===== config.mk =====
export PLATFORM = sky130hd
export DESIGN_NAME = flash_host
export DESIGN_NICKNAME = d
export VERILOG_FILES = /design/src/shared/flash_host_pkg.sv /design/src/core/axil_slave.sv /design/src/core/flash_cycle.sv /design/src/core/flash_host.sv
export SDC_FILE = /design/constraint.sdc
export NUM_CORES = 1
export LEC_CHECK = 0
export BUFFER_PORTS_ARGS = -buffer_cell sky130_fd_sc_hd__buf_2
export CORE_MARGIN = 3
export CORE_UTILIZATION = 44
export DETAILED_ROUTE_END_ITERATION = 10
export PLACE_DENSITY = 0.69
export SLEW_MARGIN = 20
export SYNTH_ARGS = -nofsm -noshare
export SYNTH_HDL_FRONTEND = slang
export SYNTH_HIERARCHICAL = 1
export SYNTH_SLANG_ARGS = --single-unit

===== constraint.sdc =====
create_clock -name aclk -period 4.3 [get_ports aclk]
set_input_delay 0.86 -clock aclk [delete_from_list [all_inputs] [get_ports aclk]]
set_output_delay 0.86 -clock aclk [all_outputs]
set_load 0.05 [all_outputs]

===== src/shared/flash_host_pkg.sv =====
// constants shared by the flash query and suspend host controller
// Summary of operation
// - suspend by writing B0 to any address
// - then write 70, read status anywhere
// - toggle chip or output enable per read
// - suspended: write FF, read other blocks only
// - resume by writing D0 to any address
package flash_host_pkg;
  localparam logic [7:0] CMD_SUSPEND = 8'hB0;
  localparam logic [7:0] CMD_STATUS  = 8'h70;
  localparam logic [7:0] CMD_ARRAY   = 8'hFF;
  localparam logic [7:0] CMD_RESUME  = 8'hD0;
  localparam logic [7:0] CMD_QUERY   = 8'h98;
  localparam int SR_READY_BIT  = 7;
  localparam int SR_PAUSED_BIT = 2;
  localparam int BSR_LOCKED_BIT   = 0;
  localparam int BSR_LOCKDOWN_BIT = 1;
  localparam logic [7:0] QRY_MFR_OFF   = 8'h00;
  localparam logic [7:0] QRY_RSV_LO    = 8'h04;
  localparam logic [7:0] QRY_RSV_HI    = 8'h0F;
  localparam logic [7:0] QRY_ID_OFF    = 8'h10;
  localparam logic [7:0] QRY_PRI_OFF   = 8'h13;
  localparam logic [7:0] QRY_EXT_OFF   = 8'h15;
  localparam logic [7:0] QRY_ALT_OFF   = 8'h17;
  localparam logic [7:0] QRY_SYS_OFF   = 8'h1B;
  localparam logic [7:0] QRY_GEOM_OFF  = 8'h27;
  localparam logic [7:0] BLK_STAT_OFF  = 8'h02;
  localparam logic [23:0] QRY_STRING   = 24'h595251;
  localparam int BLK1_BASE = 32'h00008000;
  // register map of the controller
  localparam logic [7:0] OFF_CTRL   = 8'h00;
  localparam logic [7:0] OFF_ADDR   = 8'h04;
  localparam logic [7:0] OFF_PBLK   = 8'h08;
  localparam logic [7:0] OFF_STATUS = 8'h0C;
  localparam logic [7:0] OFF_DATA   = 8'h10;
  localparam logic [7:0] OFF_LOCK   = 8'h14;
  localparam logic [31:0] CTRL_RST  = 32'h00000000;
  localparam logic [31:0] ADDR_RST  = 32'h00000000;
  localparam logic [31:0] PBLK_RST  = 32'h00000000;
  localparam int CTRL_LEN_POS = 4;
  localparam int CTRL_SEL_POS = 8;
  localparam logic [2:0] OP_NONE    = 3'h0;
  localparam logic [2:0] OP_SUSPEND = 3'h1;
  localparam logic [2:0] OP_RESUME  = 3'h2;
  localparam logic [2:0] OP_ARRAY   = 3'h3;
  localparam logic [2:0] OP_QREAD   = 3'h4;
  localparam logic [2:0] OP_QFIELD  = 3'h5;
  localparam logic [2:0] OP_BLOCK   = 3'h6;
  localparam logic [2:0] OP_QID     = 3'h7;
  // bus cycle timing at 125 MHz
  localparam int CLK_NS       = 8;
  localparam int RD_PULSE_NS  = 80;
  localparam int WR_PULSE_NS  = 64;
  localparam int RECOVER_NS   = 24;
  localparam int RD_PULSE_CYC = (RD_PULSE_NS + CLK_NS - 1) / CLK_NS;
  localparam int WR_PULSE_CYC = (WR_PULSE_NS + CLK_NS - 1) / CLK_NS;
  localparam int RECOVER_CYC  = (RECOVER_NS + CLK_NS - 1) / CLK_NS;
endpackage


===== src/core/axil_slave.sv =====
// axi4-lite slave front end for the controller registers
`timescale 1ns/1ps
module axil_slave (
  input  wire logic        aclk,
  input  wire logic        aresetn,
  input  wire logic [7:0]  s_awaddr,
  input  wire logic        s_awvalid,
  output logic             s_awready,
  input  wire logic [31:0] s_wdata,
  input  wire logic [3:0]  s_wstrb,
  input  wire logic        s_wvalid,
  output logic             s_wready,
  output logic [1:0]       s_bresp,
  output logic             s_bvalid,
  input  wire logic        s_bready,
  input  wire logic        s_arvalid,
  output logic             s_arready,
  output logic [31:0]      s_rdata,
  output logic [1:0]       s_rresp,
  output logic             s_rvalid,
  input  wire logic        s_rready,
  input  wire logic [31:0] reg_rdata,
  output logic             reg_wr,
  output logic [7:0]       reg_waddr,
  output logic [31:0]      reg_wdata,
  output logic [3:0]       reg_wstrb
);
  logic aw_have_q;
  logic w_have_q;

  assign reg_wr = aw_have_q && w_have_q && !s_bvalid;
  assign s_bresp = 2'h0;
  assign s_rresp = 2'h0;

  // address and data taken in either order
  always_ff @(posedge aclk) begin
    if (!aresetn) begin
      aw_have_q <= 1'b0;
      w_have_q  <= 1'b0;
      s_awready <= 1'b1;
      s_wready  <= 1'b1;
      s_bvalid  <= 1'b0;
      reg_waddr <= 8'h00;
      reg_wdata <= 32'h00000000;
      reg_wstrb <= 4'h0;
    end else begin
      if (s_awvalid && s_awready) begin
        aw_have_q <= 1'b1;
        s_awready <= 1'b0;
        reg_waddr <= s_awaddr;
      end
      if (s_wvalid && s_wready) begin
        w_have_q  <= 1'b1;
        s_wready  <= 1'b0;
        reg_wdata <= s_wdata;
        reg_wstrb <= s_wstrb;
      end
      if (reg_wr) begin
        s_bvalid <= 1'b1;
      end
      if (s_bvalid && s_bready) begin
        s_bvalid  <= 1'b0;
        aw_have_q <= 1'b0;
        w_have_q  <= 1'b0;
        s_awready <= 1'b1;
        s_wready  <= 1'b1;
      end
    end
  end

  // read data latched at the address handshake
  always_ff @(posedge aclk) begin
    if (!aresetn) begin
      s_arready <= 1'b1;
      s_rvalid  <= 1'b0;
      s_rdata   <= 32'h00000000;
    end else if (s_arvalid && s_arready) begin
      s_arready <= 1'b0;
      s_rvalid  <= 1'b1;
      s_rdata   <= reg_rdata;
    end else if (s_rvalid && s_rready) begin
      s_rvalid  <= 1'b0;
      s_arready <= 1'b1;
    end
  end
endmodule


===== src/core/flash_cycle.sv =====
// one asynchronous flash bus cycle, read or write
`timescale 1ns/1ps
module flash_cycle
  import flash_host_pkg::*;
#(
  parameter int ADDR_W = 22
) (
  input  wire logic              aclk,
  input  wire logic              aresetn,
  input  wire logic              start,
  input  wire logic              wr,
  input  wire logic [ADDR_W-1:0] addr,
  input  wire logic [15:0]       wdata,
  output logic                   done,
  output logic [15:0]            rdata,
  output logic [ADDR_W-1:0]      fl_addr,
  output logic [15:0]            fl_dq_o,
  output logic                   fl_dq_oe,
  input  wire logic [15:0]       fl_dq_i,
  output logic                   fl_ce_n,
  output logic                   fl_oe_n,
  output logic                   fl_we_n
);
  typedef enum logic [2:0] {
    CY_IDLE  = 3'b001,
    CY_PULSE = 3'b010,
    CY_REC   = 3'b100
  } cyc_state_e;

  cyc_state_e cst_q;
  logic [7:0] cnt_q;
  logic       wr_q;

  // chip enable drops every cycle, so status is refreshed each read
  always_ff @(posedge aclk) begin
    if (!aresetn) begin
      cst_q    <= CY_IDLE;
      cnt_q    <= 8'h00;
      wr_q     <= 1'b0;
      done     <= 1'b0;
      rdata    <= 16'h0000;
      fl_addr  <= '0;
      fl_dq_o  <= 16'h0000;
      fl_dq_oe <= 1'b0;
      fl_ce_n  <= 1'b1;
      fl_oe_n  <= 1'b1;
      fl_we_n  <= 1'b1;
    end else begin
      done <= 1'b0;
      unique case (cst_q)
        CY_IDLE: if (start) begin
          cst_q    <= CY_PULSE;
          cnt_q    <= 8'h00;
          wr_q     <= wr;
          fl_addr  <= addr;
          fl_dq_o  <= wdata;
          fl_dq_oe <= wr;
          fl_ce_n  <= 1'b0;
          fl_oe_n  <= wr;
          fl_we_n  <= !wr;
        end
        CY_PULSE: begin
          cnt_q <= cnt_q + 8'h01;
          if (cnt_q == 8'((wr_q ? WR_PULSE_CYC : RD_PULSE_CYC) - 1)) begin
            cst_q   <= CY_REC;
            cnt_q   <= 8'h00;
            rdata   <= fl_dq_i;
            fl_ce_n <= 1'b1;
            fl_oe_n <= 1'b1;
            fl_we_n <= 1'b1;
          end
        end
        CY_REC: begin
          // data held one edge past the strobe for hold time
          fl_dq_oe <= 1'b0;
          cnt_q    <= cnt_q + 8'h01;
          if (cnt_q == 8'(RECOVER_CYC - 1)) begin
            cst_q <= CY_IDLE;
            done  <= 1'b1;
          end
        end
      endcase
    end
  end
endmodule


===== src/core/flash_host.sv =====
// flash host: suspend, resume, query and block status sequencer
`timescale 1ns/1ps
module flash_host
  import flash_host_pkg::*;
#(
  parameter int ADDR_W    = 22,
  parameter int BLK_SHIFT = $clog2(BLK1_BASE)
) (
  input  wire logic              aclk,
  input  wire logic              aresetn,
  input  wire logic [7:0]        s_awaddr,
  input  wire logic              s_awvalid,
  output logic                   s_awready,
  input  wire logic [31:0]       s_wdata,
  input  wire logic [3:0]        s_wstrb,
  input  wire logic              s_wvalid,
  output logic                   s_wready,
  output logic [1:0]             s_bresp,
  output logic                   s_bvalid,
  input  wire logic              s_bready,
  input  wire logic [7:0]        s_araddr,
  input  wire logic              s_arvalid,
  output logic                   s_arready,
  output logic [31:0]            s_rdata,
  output logic [1:0]             s_rresp,
  output logic                   s_rvalid,
  input  wire logic              s_rready,
  output logic [ADDR_W-1:0]      fl_addr,
  output logic [15:0]            fl_dq_o,
  output logic                   fl_dq_oe,
  input  wire logic [15:0]       fl_dq_i,
  output logic                   fl_ce_n,
  output logic                   fl_oe_n,
  output logic                   fl_we_n
);
  import flash_host_pkg::*;

  // refused at elaboration, before any cycle runs
  if (ADDR_W < 16 || ADDR_W > 32 || BLK_SHIFT < 4 || BLK_SHIFT >= ADDR_W) begin : g_bad_param
    $error("flash_host: unsupported ADDR_W or BLK_SHIFT");
  end

  typedef enum logic [4:0] {
    ST_IDLE = 5'b00001,
    ST_CMD  = 5'b00010,
    ST_STAT = 5'b00100,
    ST_POLL = 5'b01000,
    ST_READ = 5'b10000
  } seq_state_e;

  function automatic logic [31:0] wmerge(input logic [31:0] old, input logic [31:0] nw,
                                         input logic [3:0] strb);
    logic [31:0] r;
    r = old;
    for (int i = 0; i < 4; i++) begin
      if (strb[i]) r[8*i +: 8] = nw[8*i +: 8];
    end
    return r;
  endfunction

  function automatic logic is_query(input logic [2:0] op);
    return op == OP_QREAD || op == OP_QFIELD || op == OP_BLOCK || op == OP_QID;
  endfunction

  function automatic logic [7:0] first_cmd(input logic [2:0] op);
    unique case (op)
      OP_SUSPEND: return CMD_SUSPEND;
      OP_RESUME:  return CMD_RESUME;
      OP_ARRAY:   return CMD_ARRAY;
      default:    return CMD_QUERY;
    endcase
  endfunction

  // field start and length minus one, in words
  function automatic logic [9:0] field_loc(input logic [1:0] sel);
    unique case (sel)
      2'h0:    return {2'h1, QRY_PRI_OFF};
      2'h1:    return {2'h1, QRY_EXT_OFF};
      2'h2:    return {2'h1, QRY_ALT_OFF};
      default: return {2'h0, QRY_GEOM_OFF};
    endcase
  endfunction

  function automatic logic [ADDR_W-BLK_SHIFT-1:0] blk_of(input logic [ADDR_W-1:0] a);
    return a[ADDR_W-1:BLK_SHIFT];
  endfunction

  seq_state_e          state_q;
  logic [31:0]         ctrl_q;
  logic [31:0]         addr_reg_q;
  logic [31:0]         pblk_q;
  logic [2:0]          op_q;
  logic [ADDR_W-1:0]   rd_addr_q;
  logic [1:0]          idx_q;
  logic [1:0]          last_q;
  logic [31:0]         data_q;
  logic [7:0]          lock_q;
  logic                pend_q;
  logic                ready_q;
  logic                paused_q;
  logic                qmode_q;
  logic                qry_ok_q;
  logic                err_upper_q;
  logic                err_block_q;
  logic                err_rsv_q;
  logic                cyc_start_q;
  logic                cyc_wr_q;
  logic [ADDR_W-1:0]   cyc_addr_q;
  logic [15:0]         cyc_wdata_q;
  logic                cyc_done;
  logic [15:0]         cyc_rdata;
  logic                reg_wr;
  logic [7:0]          reg_waddr;
  logic [31:0]         reg_wdata;
  logic [3:0]          reg_wstrb;
  logic [31:0]         reg_rdata;
  logic                go;
  logic [2:0]          wop;
  logic [9:0]          floc;
  logic [ADDR_W-1:0]   uaddr;

  axil_slave u_bus (
    .aclk      (aclk),
    .aresetn   (aresetn),
    .s_awaddr  (s_awaddr),
    .s_awvalid (s_awvalid),
    .s_awready (s_awready),
    .s_wdata   (s_wdata),
    .s_wstrb   (s_wstrb),
    .s_wvalid  (s_wvalid),
    .s_wready  (s_wready),
    .s_bresp   (s_bresp),
    .s_bvalid  (s_bvalid),
    .s_bready  (s_bready),
    .s_arvalid (s_arvalid),
    .s_arready (s_arready),
    .s_rdata   (s_rdata),
    .s_rresp   (s_rresp),
    .s_rvalid  (s_rvalid),
    .s_rready  (s_rready),
    .reg_rdata (reg_rdata),
    .reg_wr    (reg_wr),
    .reg_waddr (reg_waddr),
    .reg_wdata (reg_wdata),
    .reg_wstrb (reg_wstrb)
  );

  flash_cycle #(.ADDR_W(ADDR_W)) u_cyc (
    .aclk     (aclk),
    .aresetn  (aresetn),
    .start    (cyc_start_q),
    .wr       (cyc_wr_q),
    .addr     (cyc_addr_q),
    .wdata    (cyc_wdata_q),
    .done     (cyc_done),
    .rdata    (cyc_rdata),
    .fl_addr  (fl_addr),
    .fl_dq_o  (fl_dq_o),
    .fl_dq_oe (fl_dq_oe),
    .fl_dq_i  (fl_dq_i),
    .fl_ce_n  (fl_ce_n),
    .fl_oe_n  (fl_oe_n),
    .fl_we_n  (fl_we_n)
  );

  // a ctrl write while busy is dropped, not queued
  assign wop   = reg_wdata[2:0];
  assign go    = reg_wr && reg_waddr == OFF_CTRL && reg_wstrb[0] && wop != OP_NONE
                 && state_q == ST_IDLE;
  assign floc  = field_loc(reg_wdata[CTRL_SEL_POS +: 2]);
  assign uaddr = addr_reg_q[ADDR_W-1:0];

  always_ff @(posedge aclk) begin
    if (!aresetn) begin
      ctrl_q     <= CTRL_RST;
      addr_reg_q <= ADDR_RST;
      pblk_q     <= PBLK_RST;
    end else if (reg_wr) begin
      if (reg_waddr == OFF_CTRL) ctrl_q <= wmerge(ctrl_q, reg_wdata, reg_wstrb);
      if (reg_waddr == OFF_ADDR) addr_reg_q <= wmerge(addr_reg_q, reg_wdata, reg_wstrb);
      if (reg_waddr == OFF_PBLK) pblk_q <= wmerge(pblk_q, reg_wdata, reg_wstrb);
    end
  end

  always_comb begin
    unique case (s_araddr)
      OFF_CTRL:   reg_rdata = ctrl_q;
      OFF_ADDR:   reg_rdata = addr_reg_q;
      OFF_PBLK:   reg_rdata = pblk_q;
      OFF_STATUS: reg_rdata = {24'h000000, err_rsv_q, err_block_q, err_upper_q, qry_ok_q,
                               qmode_q, paused_q, ready_q, state_q != ST_IDLE};
      OFF_DATA:   reg_rdata = data_q;
      OFF_LOCK:   reg_rdata = {24'h000000, lock_q};
      default:    reg_rdata = 32'h00000000;
    endcase
  end

  always_ff @(posedge aclk) begin
    if (!aresetn) begin
      state_q     <= ST_IDLE;
      op_q        <= OP_NONE;
      rd_addr_q   <= '0;
      idx_q       <= 2'h0;
      last_q      <= 2'h0;
      data_q      <= 32'h00000000;
      lock_q      <= 8'h00;
      pend_q      <= 1'b0;
      ready_q     <= 1'b0;
      paused_q    <= 1'b0;
      qmode_q     <= 1'b0;
      qry_ok_q    <= 1'b0;
      err_upper_q <= 1'b0;
      err_block_q <= 1'b0;
      err_rsv_q   <= 1'b0;
      cyc_start_q <= 1'b0;
      cyc_wr_q    <= 1'b0;
      cyc_addr_q  <= '0;
      cyc_wdata_q <= 16'h0000;
    end else begin
      cyc_start_q <= 1'b0;
      unique case (state_q)
        ST_IDLE: if (go) begin
          op_q        <= wop;
          idx_q       <= 2'h0;
          data_q      <= 32'h00000000;
          err_upper_q <= 1'b0;
          err_block_q <= 1'b0;
          err_rsv_q   <= 1'b0;
          rd_addr_q   <= uaddr;
          last_q      <= reg_wdata[CTRL_LEN_POS +: 2];
          if (wop == OP_QFIELD) begin
            rd_addr_q <= ADDR_W'(floc[7:0]);
            last_q    <= floc[9:8];
          end else if (wop == OP_BLOCK) begin
            rd_addr_q <= ADDR_W'({uaddr, BLK_SHIFT'(0)}) + ADDR_W'(BLK_STAT_OFF);
            last_q    <= 2'h0;
          end else if (wop == OP_QID) begin
            rd_addr_q <= ADDR_W'(QRY_ID_OFF);
            last_q    <= 2'h2;
          end
          if (wop == OP_ARRAY && paused_q
              && blk_of(uaddr) == pblk_q[ADDR_W-BLK_SHIFT-1:0]) begin
            err_block_q <= 1'b1;
          end else if (wop == OP_QREAD && uaddr >= ADDR_W'(QRY_RSV_LO)
                       && uaddr <= ADDR_W'(QRY_RSV_HI)) begin
            err_rsv_q <= 1'b1;
          end else if (is_query(wop) && qmode_q) begin
            state_q <= ST_READ;
          end else begin
            state_q <= ST_CMD;
          end
        end
        ST_CMD: if (!pend_q) begin
          pend_q      <= 1'b1;
          cyc_start_q <= 1'b1;
          cyc_wr_q    <= 1'b1;
          cyc_addr_q  <= uaddr;
          cyc_wdata_q <= {8'h00, first_cmd(op_q)};
        end else if (cyc_done) begin
          pend_q  <= 1'b0;
          qmode_q <= is_query(op_q);
          if (op_q == OP_SUSPEND) begin
            state_q <= ST_STAT;
          end else if (op_q == OP_RESUME) begin
            paused_q <= 1'b0;
            ready_q  <= 1'b0;
            state_q  <= ST_IDLE;
          end else begin
            state_q <= ST_READ;
          end
        end
        ST_STAT: if (!pend_q) begin
          pend_q      <= 1'b1;
          cyc_start_q <= 1'b1;
          cyc_wr_q    <= 1'b1;
          cyc_addr_q  <= uaddr;
          cyc_wdata_q <= {8'h00, CMD_STATUS};
        end else if (cyc_done) begin
          pend_q  <= 1'b0;
          state_q <= ST_POLL;
        end
        ST_POLL: if (!pend_q) begin
          pend_q      <= 1'b1;
          cyc_start_q <= 1'b1;
          cyc_wr_q    <= 1'b0;
          cyc_addr_q  <= uaddr;
        end else if (cyc_done) begin
          pend_q  <= 1'b0;
          data_q  <= {16'h0000, cyc_rdata};
          ready_q <= cyc_rdata[SR_READY_BIT];
          // wait ready then take suspend state
          if (cyc_rdata[SR_READY_BIT]) begin
            paused_q <= cyc_rdata[SR_PAUSED_BIT];
            state_q  <= ST_IDLE;
          end
        end
        ST_READ: if (!pend_q) begin
          pend_q      <= 1'b1;
          cyc_start_q <= 1'b1;
          cyc_wr_q    <= 1'b0;
          cyc_addr_q  <= rd_addr_q;
        end else if (cyc_done) begin
          pend_q    <= 1'b0;
          rd_addr_q <= rd_addr_q + ADDR_W'(1);
          idx_q     <= idx_q + 2'h1;
          if (op_q == OP_ARRAY) begin
            data_q <= {16'h0000, cyc_rdata};
          end else begin
            data_q[8*idx_q +: 8] <= cyc_rdata[7:0];
            if (cyc_rdata[15:8] != 8'h00) err_upper_q <= 1'b1;
          end
          if (op_q == OP_BLOCK) begin
            lock_q <= cyc_rdata[7:0];
            if (cyc_rdata[7:2] != 6'h00) err_rsv_q <= 1'b1;
          end
          if (op_q == OP_QID && idx_q == 2'h2) begin
            qry_ok_q <= {cyc_rdata[7:0], data_q[15:0]} == QRY_STRING;
          end
          if (idx_q == last_q || op_q == OP_ARRAY) state_q <= ST_IDLE;
        end
        default: state_q <= ST_IDLE;
      endcase
    end
  end
endmodule


==> metrics.txt, run 1 <==
headroom to the max-slew limit 35.7%; Area contributors post-synth dfxtp_1 (45%), mux2i_1 (7.0%), nand2_1 (6.5%), nor2_1 (4.8%), nand4_1 (3.5%); Routed Wire Length 47200 microns; master cell of the clock root buffer clkbuf_16; # clock sinks 362; hold buffer count at CTS 0; Gate Count Post-Synth 1876; library cell with the largest summed area after synthesis dfxtp_1; fill cell total of the finished layout 3431; power density over cell area 428 mW/mm^2; overall die area 0.0392 sq mm; endpoint arrival time on the critical path 3.72 ns; Max Clock Skew 0.0194 ns; part of the Yosys area used for sequential elements 44.7%; static leakage 7.38 nW; setup repair after global routing missed its margin false; Tot GR Track Use 23.4%; NetSw 2.04 mW; floorplan row count 69; global placement routability congestion 0.919; top-level I/O count 158; final-layout setup total negative slack 0 ns; DRC violations left 0; Vias per Instance 5.79; clock latency at the later pin of the worst-skew pair 0.55 ns; category of the worst setup path capture point register; Peak supply drop 0.284 mV; clock buffer count from CTS 40; hold-critical path depth 2; Least-Margin Pin Slew 0.956 ns; Setup violations, final 0; CP max FO 14; status completed; via count of the routed design 14200; Worst EP required 4.78 ns; pin count of the biggest net entering global routing 102; Die Height 198 microns; count of cells along the worst register-to-register path 9; Die Span X 198 microns; power share of the clock group 44.4%; fraction of synthesized cell area taken by the top area cell type 44.7%; post-cts resize count 0; clock buffer depth 3; multi-input combinational cell area 0.00814 sq mm; post-CTS setup-driven buffer insertion count 0; initial core utilization 45.1%; number of global-route vias before repair 13200; quantity of I/O buffers inserted on ports 153; max-slew violation count 0; Post-DP HPWL 32800 microns; Detail Route Antenna Nets 0; sw frac 25.8%; shortest clock period the worst path allows after layout 3.24 ns; part of the total power dissipated in combinational logic 9.3%; fin crit share 75.3%; final std cells w/o fill 2450; Nets 2043; number of different library cells in the post-synthesis netlist 98; sequential share of power 46.3%; HP Class reg -> reg; max capacitance violation total 0; top_reg_cell synth dfxtp_1; area taken by flip-flops and latches 0.00725 sq mm; DRC violation total after the first TritonRoute iteration 1128; global-route congestion overflow total 0; antenna violations before repair 2; area growth from synthesis to layout 13.7%; Avg Cell Area, Syn 8.64 sq um; nature of the critical path startpoint register; placed instance count 2378; Post-synth ARST share 0%; number of enable flip-flop cells after synthesis 0; placeable core area 0.0359 sq mm; achievable frequency 309 MHz; count of warnings emitted by yosys 6; level count of the clock H-tree 2; FF+latch count, synth 362; clk slew on worst S/H paths 0.06 ns; global-route wire length before repair 73900 microns; average wire per standard cell 19.3 microns; First-pass DRT Iterations 6; class of the most critical setup path reg -> reg; clock tree from TritonCTS done; number of hold-slack violations in the final timing report 0; internal power consumption 5.86 mW; Synth Cell Area 0.0162 sq mm; fraction of layout cells with a size suffix above 1 16.8%
[through the flow]
step                instance area [sq um]  hold WS (ns)  power (mW)  utilization, %  setup slack [ns]
floorplan                           16300         0.425        4.23               -              1.60
global placement                    17100         0.438        4.43            47.5              1.08
detailed placement                  17100         0.443        4.45            47.5              1.05
CTS                                 18400         0.451        7.95            51.3              1.18
global route                        18400         0.466        8.19            51.3             0.898
finish                              18400         0.446        7.89            51.3              1.06
[worst max-delay path, stage by stage, from the launching register on]
cell	delay, ns
dfxtp_1	0.33
nand2_1	0.07
nor2_1	0.58
and4bb_2	0.33
nand4b_1	0.11
buf_4	0.20
a211oi_2	0.52
nand4b_2	0.24
nor3_2	0.56
a22o_1	0.24
[placed cells by master, fill, tap and decap left out, types with 7 or more instances in the layout]
| master | netlist | layout |
|---|---|---|
| a311oi_1 | 16 | 16 |
| and3_1 | 7 | 7 |
| nand2_1 | 279 | 279 |
| o22ai_1 | 9 | 9 |
| nor2b_1 | 10 | 10 |
| clkbuf_1 | 74 | 7 |
| nand2b_1 | 7 | 7 |
| clkbuf_16 | 0 | 42 |
| nor4_1 | 13 | 13 |
| dfxtp_1 | 362 | 362 |
| and2_1 | 10 | 10 |
| buf_4 | 6 | 24 |
| a22o_1 | 41 | 41 |
| nand3_1 | 54 | 54 |
| conb_1 | 2 | 12 |
| a211oi_1 | 13 | 13 |
| a221o_2 | 18 | 18 |
| xnor2_1 | 16 | 16 |
| mux2i_1 | 114 | 114 |
| a22oi_1 | 34 | 34 |
| nand4_1 | 91 | 91 |
| o211ai_1 | 10 | 10 |
| inv_1 | 28 | 27 |
| nor3_1 | 22 | 21 |
| o21ai_0 | 72 | 72 |
| nor2_1 | 208 | 208 |
| clkbuf_8 | 2 | 13 |
| ha_1 | 9 | 9 |
| a21oi_1 | 79 | 79 |
| xor2_1 | 8 | 8 |
| o21ai_2 | 32 | 32 |
| buf_2 | 50 | 152 |
| o21ai_1 | 50 | 50 |
[synthesized netlist by cell type, drive strengths merged (4+ instances only)]
| cell type | count |
|---|---|
| dfxtp | 362 |
| nand2 | 280 |
| nor2 | 209 |
| o21ai | 154 |
| mux2i | 114 |
| nand4 | 91 |
| a21oi | 81 |
| clkbuf | 77 |
| buf | 70 |
| nand3 | 55 |
| a22o | 41 |
| a22oi | 34 |
| inv | 29 |
| nor3 | 25 |
| a221o | 24 |
| a311oi | 16 |
| xnor2 | 16 |
| nor4 | 15 |
| a211oi | 14 |
| and2 | 11 |
| nor2b | 10 |
| o211ai | 10 |
| ha | 9 |
| o22ai | 9 |
| and3 | 8 |
| xor2 | 8 |
| nand2b | 7 |
| o21a | 7 |
| o2bb2ai | 6 |
| a221oi | 5 |
| a32oi | 5 |
| nand3b | 5 |
| nor3b | 5 |
| or3 | 5 |
| nand4b | 4 |
| or4 | 4 |
[final timing paths]
path	startpoint	end	slack [ns]
max	u_bus/aw_have_q	data_q[30]	1.06
min	u_cyc/fl_addr[5]	u_cyc/fl_addr[5]	0.45
max reg2reg	u_bus/aw_have_q	data_q[30]	1.06
min reg2reg	u_cyc/fl_addr[5]	u_cyc/fl_addr[5]	0.45
[cells by family after synthesis]
| kind of cell | after synthesis | share of synthesized area (%) |
|---|---|---|
| simple gates | 750 | 21.8 |
| compound gates | 435 | 18.8 |
| flops | 362 | 44.7 |
| buf+inv | 178 | 5.44 |
| mux | 116 | 7.25 |
| xor+xnor | 24 | 1.30 |
| fa+ha+maj | 9 | 0.695 |
| other cells | 2 | 0.0463 |
[power by group through the flow]
stage	Combinational, mW	Sequential (mW)	Clock [mW]
3_3_place_gp	0.716	3.72	0
5_1_grt	0.823	3.67	3.69
6_report	0.737	3.65	3.50
3_5_place_dp	0.730	3.72	0
4_1_cts	0.734	3.65	3.56
2_1_floorplan	0.591	3.64	0
[final cells by class]
class                      count  area share [%]
antenna                        2          0.0271
clock buffer                  62            6.81
clock inverter                 8           0.563
inverter                      30           0.624
multi-input combinational   1346            44.2
sequential                   362            39.3
tap                          461            3.13
timing repair buffer         179            5.38
[sequential cells by signal, indices dropped and copies added (netlist names), 8 cells and up]
name,cells
u_cyc/cnt_q,8
u_cyc/fl_dq_o,16
addr_reg_q,32
cyc_addr_q,22
ctrl_q,32
pblk_q,32
u_bus/s_rdata,32
u_bus/reg_wdata,32
u_cyc/fl_addr,22
u_cyc/rdata,16
data_q,32
rd_addr_q,22
lock_q,8
u_bus/reg_waddr,8
[routing by layer]
metal | wire (microns) | vias to the layer above | global-route usage [%]
met5 | 0 | - | 0
met4 | 1800 | 0 | 9.62
met3 | 2800 | 97 | 4.19
met2 | 22300 | 424 | 38.4
met1 | 20300 | 6768 | 30.7
li1 | - | 6891 | -
Note: power is estimated with default switching activity, not from simulation.
==> run 2, diff against run 1 <==
- clock period: 4.3 -> 3.3 ns (I/O delays scaled with it)
==> run 2 against run 1 <==
Effect of this change:
- cell count up 0.33%
- via count up 1.1%
- utilization up 0.29 points
- worst setup slack worse by 0.32 ns
- sequential share of layout area down 0.22 points
- count of clock-buffer cells in the layout down 6
- clock power up 35%
- combinational power up 32%
- global-route usage up 0.41 points
- critical path depth down 1
- cell area up 0.57%
- die area unchanged
- critical path type unchanged
- highest routed layer unchanged
==> metrics.txt, run 2 (synthesized netlist as in run 1, its figures left out) <==
quantity of I/O buffers inserted on ports 153 (unchanged); Worst EP required 3.75 ns (was 4.78 ns); DRC violation total after the first TritonRoute iteration 1249 (was 1128); Ant. Diodes 0 (was 2); top-level I/O count 158 (unchanged); clk slew on worst S/H paths 0.06 ns (about the same); hold buffer count at CTS 0 (unchanged); area growth from synthesis to layout 14.4% (was 13.7%); level count of the clock H-tree 2 (unchanged); area taken by flip-flops and latches 0.00725 sq mm (unchanged); global placement routability congestion 0.894 (was 0.919); power density over cell area 563 mW/mm^2 (was 428 mW/mm^2); most common library cell in the layout ignoring fill and taps dfxtp_1 (unchanged); Tot GR Track Use 23.9% (was 23.4%); Peak supply drop 0.381 mV (was 0.284 mV); placed instance count 2388 (was 2378); max-slew violation count 0 (unchanged); Routed Wire Length 47900 microns (was 47200 microns); Max Clock Skew 0.0257 ns (was 0.0194 ns); class of the most critical setup path reg -> reg (unchanged); part of the total power dissipated in combinational logic 9.3% (about the same); Vias per Instance 5.83 (was 5.79); initial core utilization 45.1% (unchanged); static leakage 7.44 nW (was 7.38 nW); category of the worst setup path capture point register (unchanged); Nets 2052 (was 2043); headroom to the max-slew limit 48.2% (was 35.7%); clock buffer depth 3 (unchanged); shortest clock period the worst path allows after layout 2.56 ns (was 3.24 ns); Post-DP HPWL 33100 microns (was 32800 microns); post-CTS setup-driven buffer insertion count 0 (unchanged); internal power consumption 7.75 mW (was 5.86 mW); overall die area 0.0392 sq mm (unchanged); placeable core area 0.0359 sq mm (unchanged); fraction of layout cells with a size suffix above 1 17.1% (was 16.8%); max capacitance violation total 0 (unchanged); pin count of the biggest net entering global routing 129 (was 102); clock latency at the later pin of the worst-skew pair 0.56 ns (was 0.55 ns); number of hold-slack violations in the final timing report 0 (unchanged); sw frac 25.8% (about the same); multi-input combinational cell area 0.00814 sq mm (unchanged); fill cell total of the finished layout 3437 (was 3431); Die Span X 198 microns (unchanged); Die Height 198 microns (unchanged); master cell of the clock root buffer clkbuf_16 (unchanged); Least-Margin Pin Slew 0.771 ns (was 0.956 ns); post-cts resize count 0 (unchanged); NetSw 2.69 mW (was 2.04 mW); nature of the critical path startpoint register (unchanged); setup slack of the critical path after layout 0.741 ns (was 1.06 ns); clock tree from TritonCTS done (unchanged); worst slack at placement 0.456 ns (was 1.05 ns); clock buffer count from CTS 39 (was 40); setup repair after global routing missed its margin false (unchanged); fin crit share 77.6% (was 75.3%); endpoint arrival time on the critical path 3.01 ns (was 3.72 ns); Setup violations, final 0 (unchanged); average wire per standard cell 19.5 microns (was 19.3 microns); achievable frequency 391 MHz (was 309 MHz); antenna violations before repair 0 (was 2); global-route congestion overflow total 0 (unchanged); CP max FO 8 (was 14); final std cells w/o fill 2458 (was 2450); Util after Layout 51.6% (was 51.3%); floorplan row count 69 (unchanged); status completed (unchanged); sequential share of power 45.5% (was 46.3%); DRC violations left 0 (unchanged); Detail Route Antenna Nets 0 (unchanged); number of global-route vias before repair 13600 (was 13200); power share of the clock group 45.1% (was 44.4%); First-pass DRT Iterations 5 (was 6); commonest cells after routing, fill and taps aside dfxtp_1 (362), nand2_1 (279), nor2_1 (208), buf_2 (152), mux2i_1 (114) (unchanged); global-route wire length before repair 75300 microns (was 73900 microns); HP Class in -> reg (was reg -> reg); final-layout setup total negative slack 0 ns (unchanged); # clock sinks 362 (unchanged); total power 10.4 mW (was 7.89 mW); via count of the routed design 14300 (was 14200)
## run 2: cell count changes in the layout (fill, tap and decap cells not counted), sizes merged
cell,before,now
buf,179,189
clkbuf,62,56
bufinv,2,6
diode,2,0
clkinv,6,7
inv,29,30
## run 2: stage by stage
step	instance area, sq um	hold WS (ns)
final	18500	0.342
after CTS	18500	0.328
after detailed placement	17200	0.442
after global placement	17200	0.438
after floorplan	16300	0.425
after global routing	18500	0.340
## run 2: critical path: stages (launching register included)
cell and delay, ns:
dfxtp_1 0.53, inv_1 0.20, ha_1 0.42, nand2_1 0.07, nor3_1 0.60, nand2_1 0.12, o21ai_0 0.13, a22oi_1 0.13
a211oi_1 0.24
## run 2: routing by layer
layer / part of all wire, % / global-route usage, % / up-vias / wire length [microns]
li1: - / - / 6906 / -
met1: 43 / 31.4 / 6810 / 20500
met2: 47 / 39.4 / 489 / 22500
met3: 6.1 / 3.88 / 125 / 2910
met4: 4.1 / 9.31 / 0 / 1980
met5: 0 / 0 / - / 0
## run 2: power by group through the flow
| stage | clock [mW] | sequential, mW | combinational, mW |
|---|---|---|---|
| 2_1_floorplan | 0 | 4.75 | 0.770 |
| 3_3_place_gp | 0 | 4.84 | 0.948 |
| 3_5_place_dp | 0 | 4.84 | 0.963 |
| 4_1_cts | 4.79 | 4.75 | 0.966 |
| 5_1_grt | 4.96 | 4.77 | 1.09 |
| 6_report | 4.71 | 4.75 | 0.972 |
## run 2: area by class of cell
type                            count  share of cell area (%)
Clock inverter                     14                    1.30
Inverter                           30                   0.621
Timing Repair Buffer              189                    5.82
Multi-Input combinational cell   1346                    43.9
Clock buffer                       56                    6.15
Sequential cell                   362                    39.1
Tap cell                          461                    3.11
## run 2: worst paths after layout
kind,slack (ns),cells past startpoint,startpoint,endpoint
setup / recovery,0.74,8,idx_q[0],data_q[15]
hold reg to reg,0.45,2,cyc_wdata_q[4],u_cyc/fl_dq_o[4]
hold / removal,0.34,3,fl_dq_i[13],u_cyc/rdata[13]
setup reg to reg,0.74,8,idx_q[0],data_q[15]
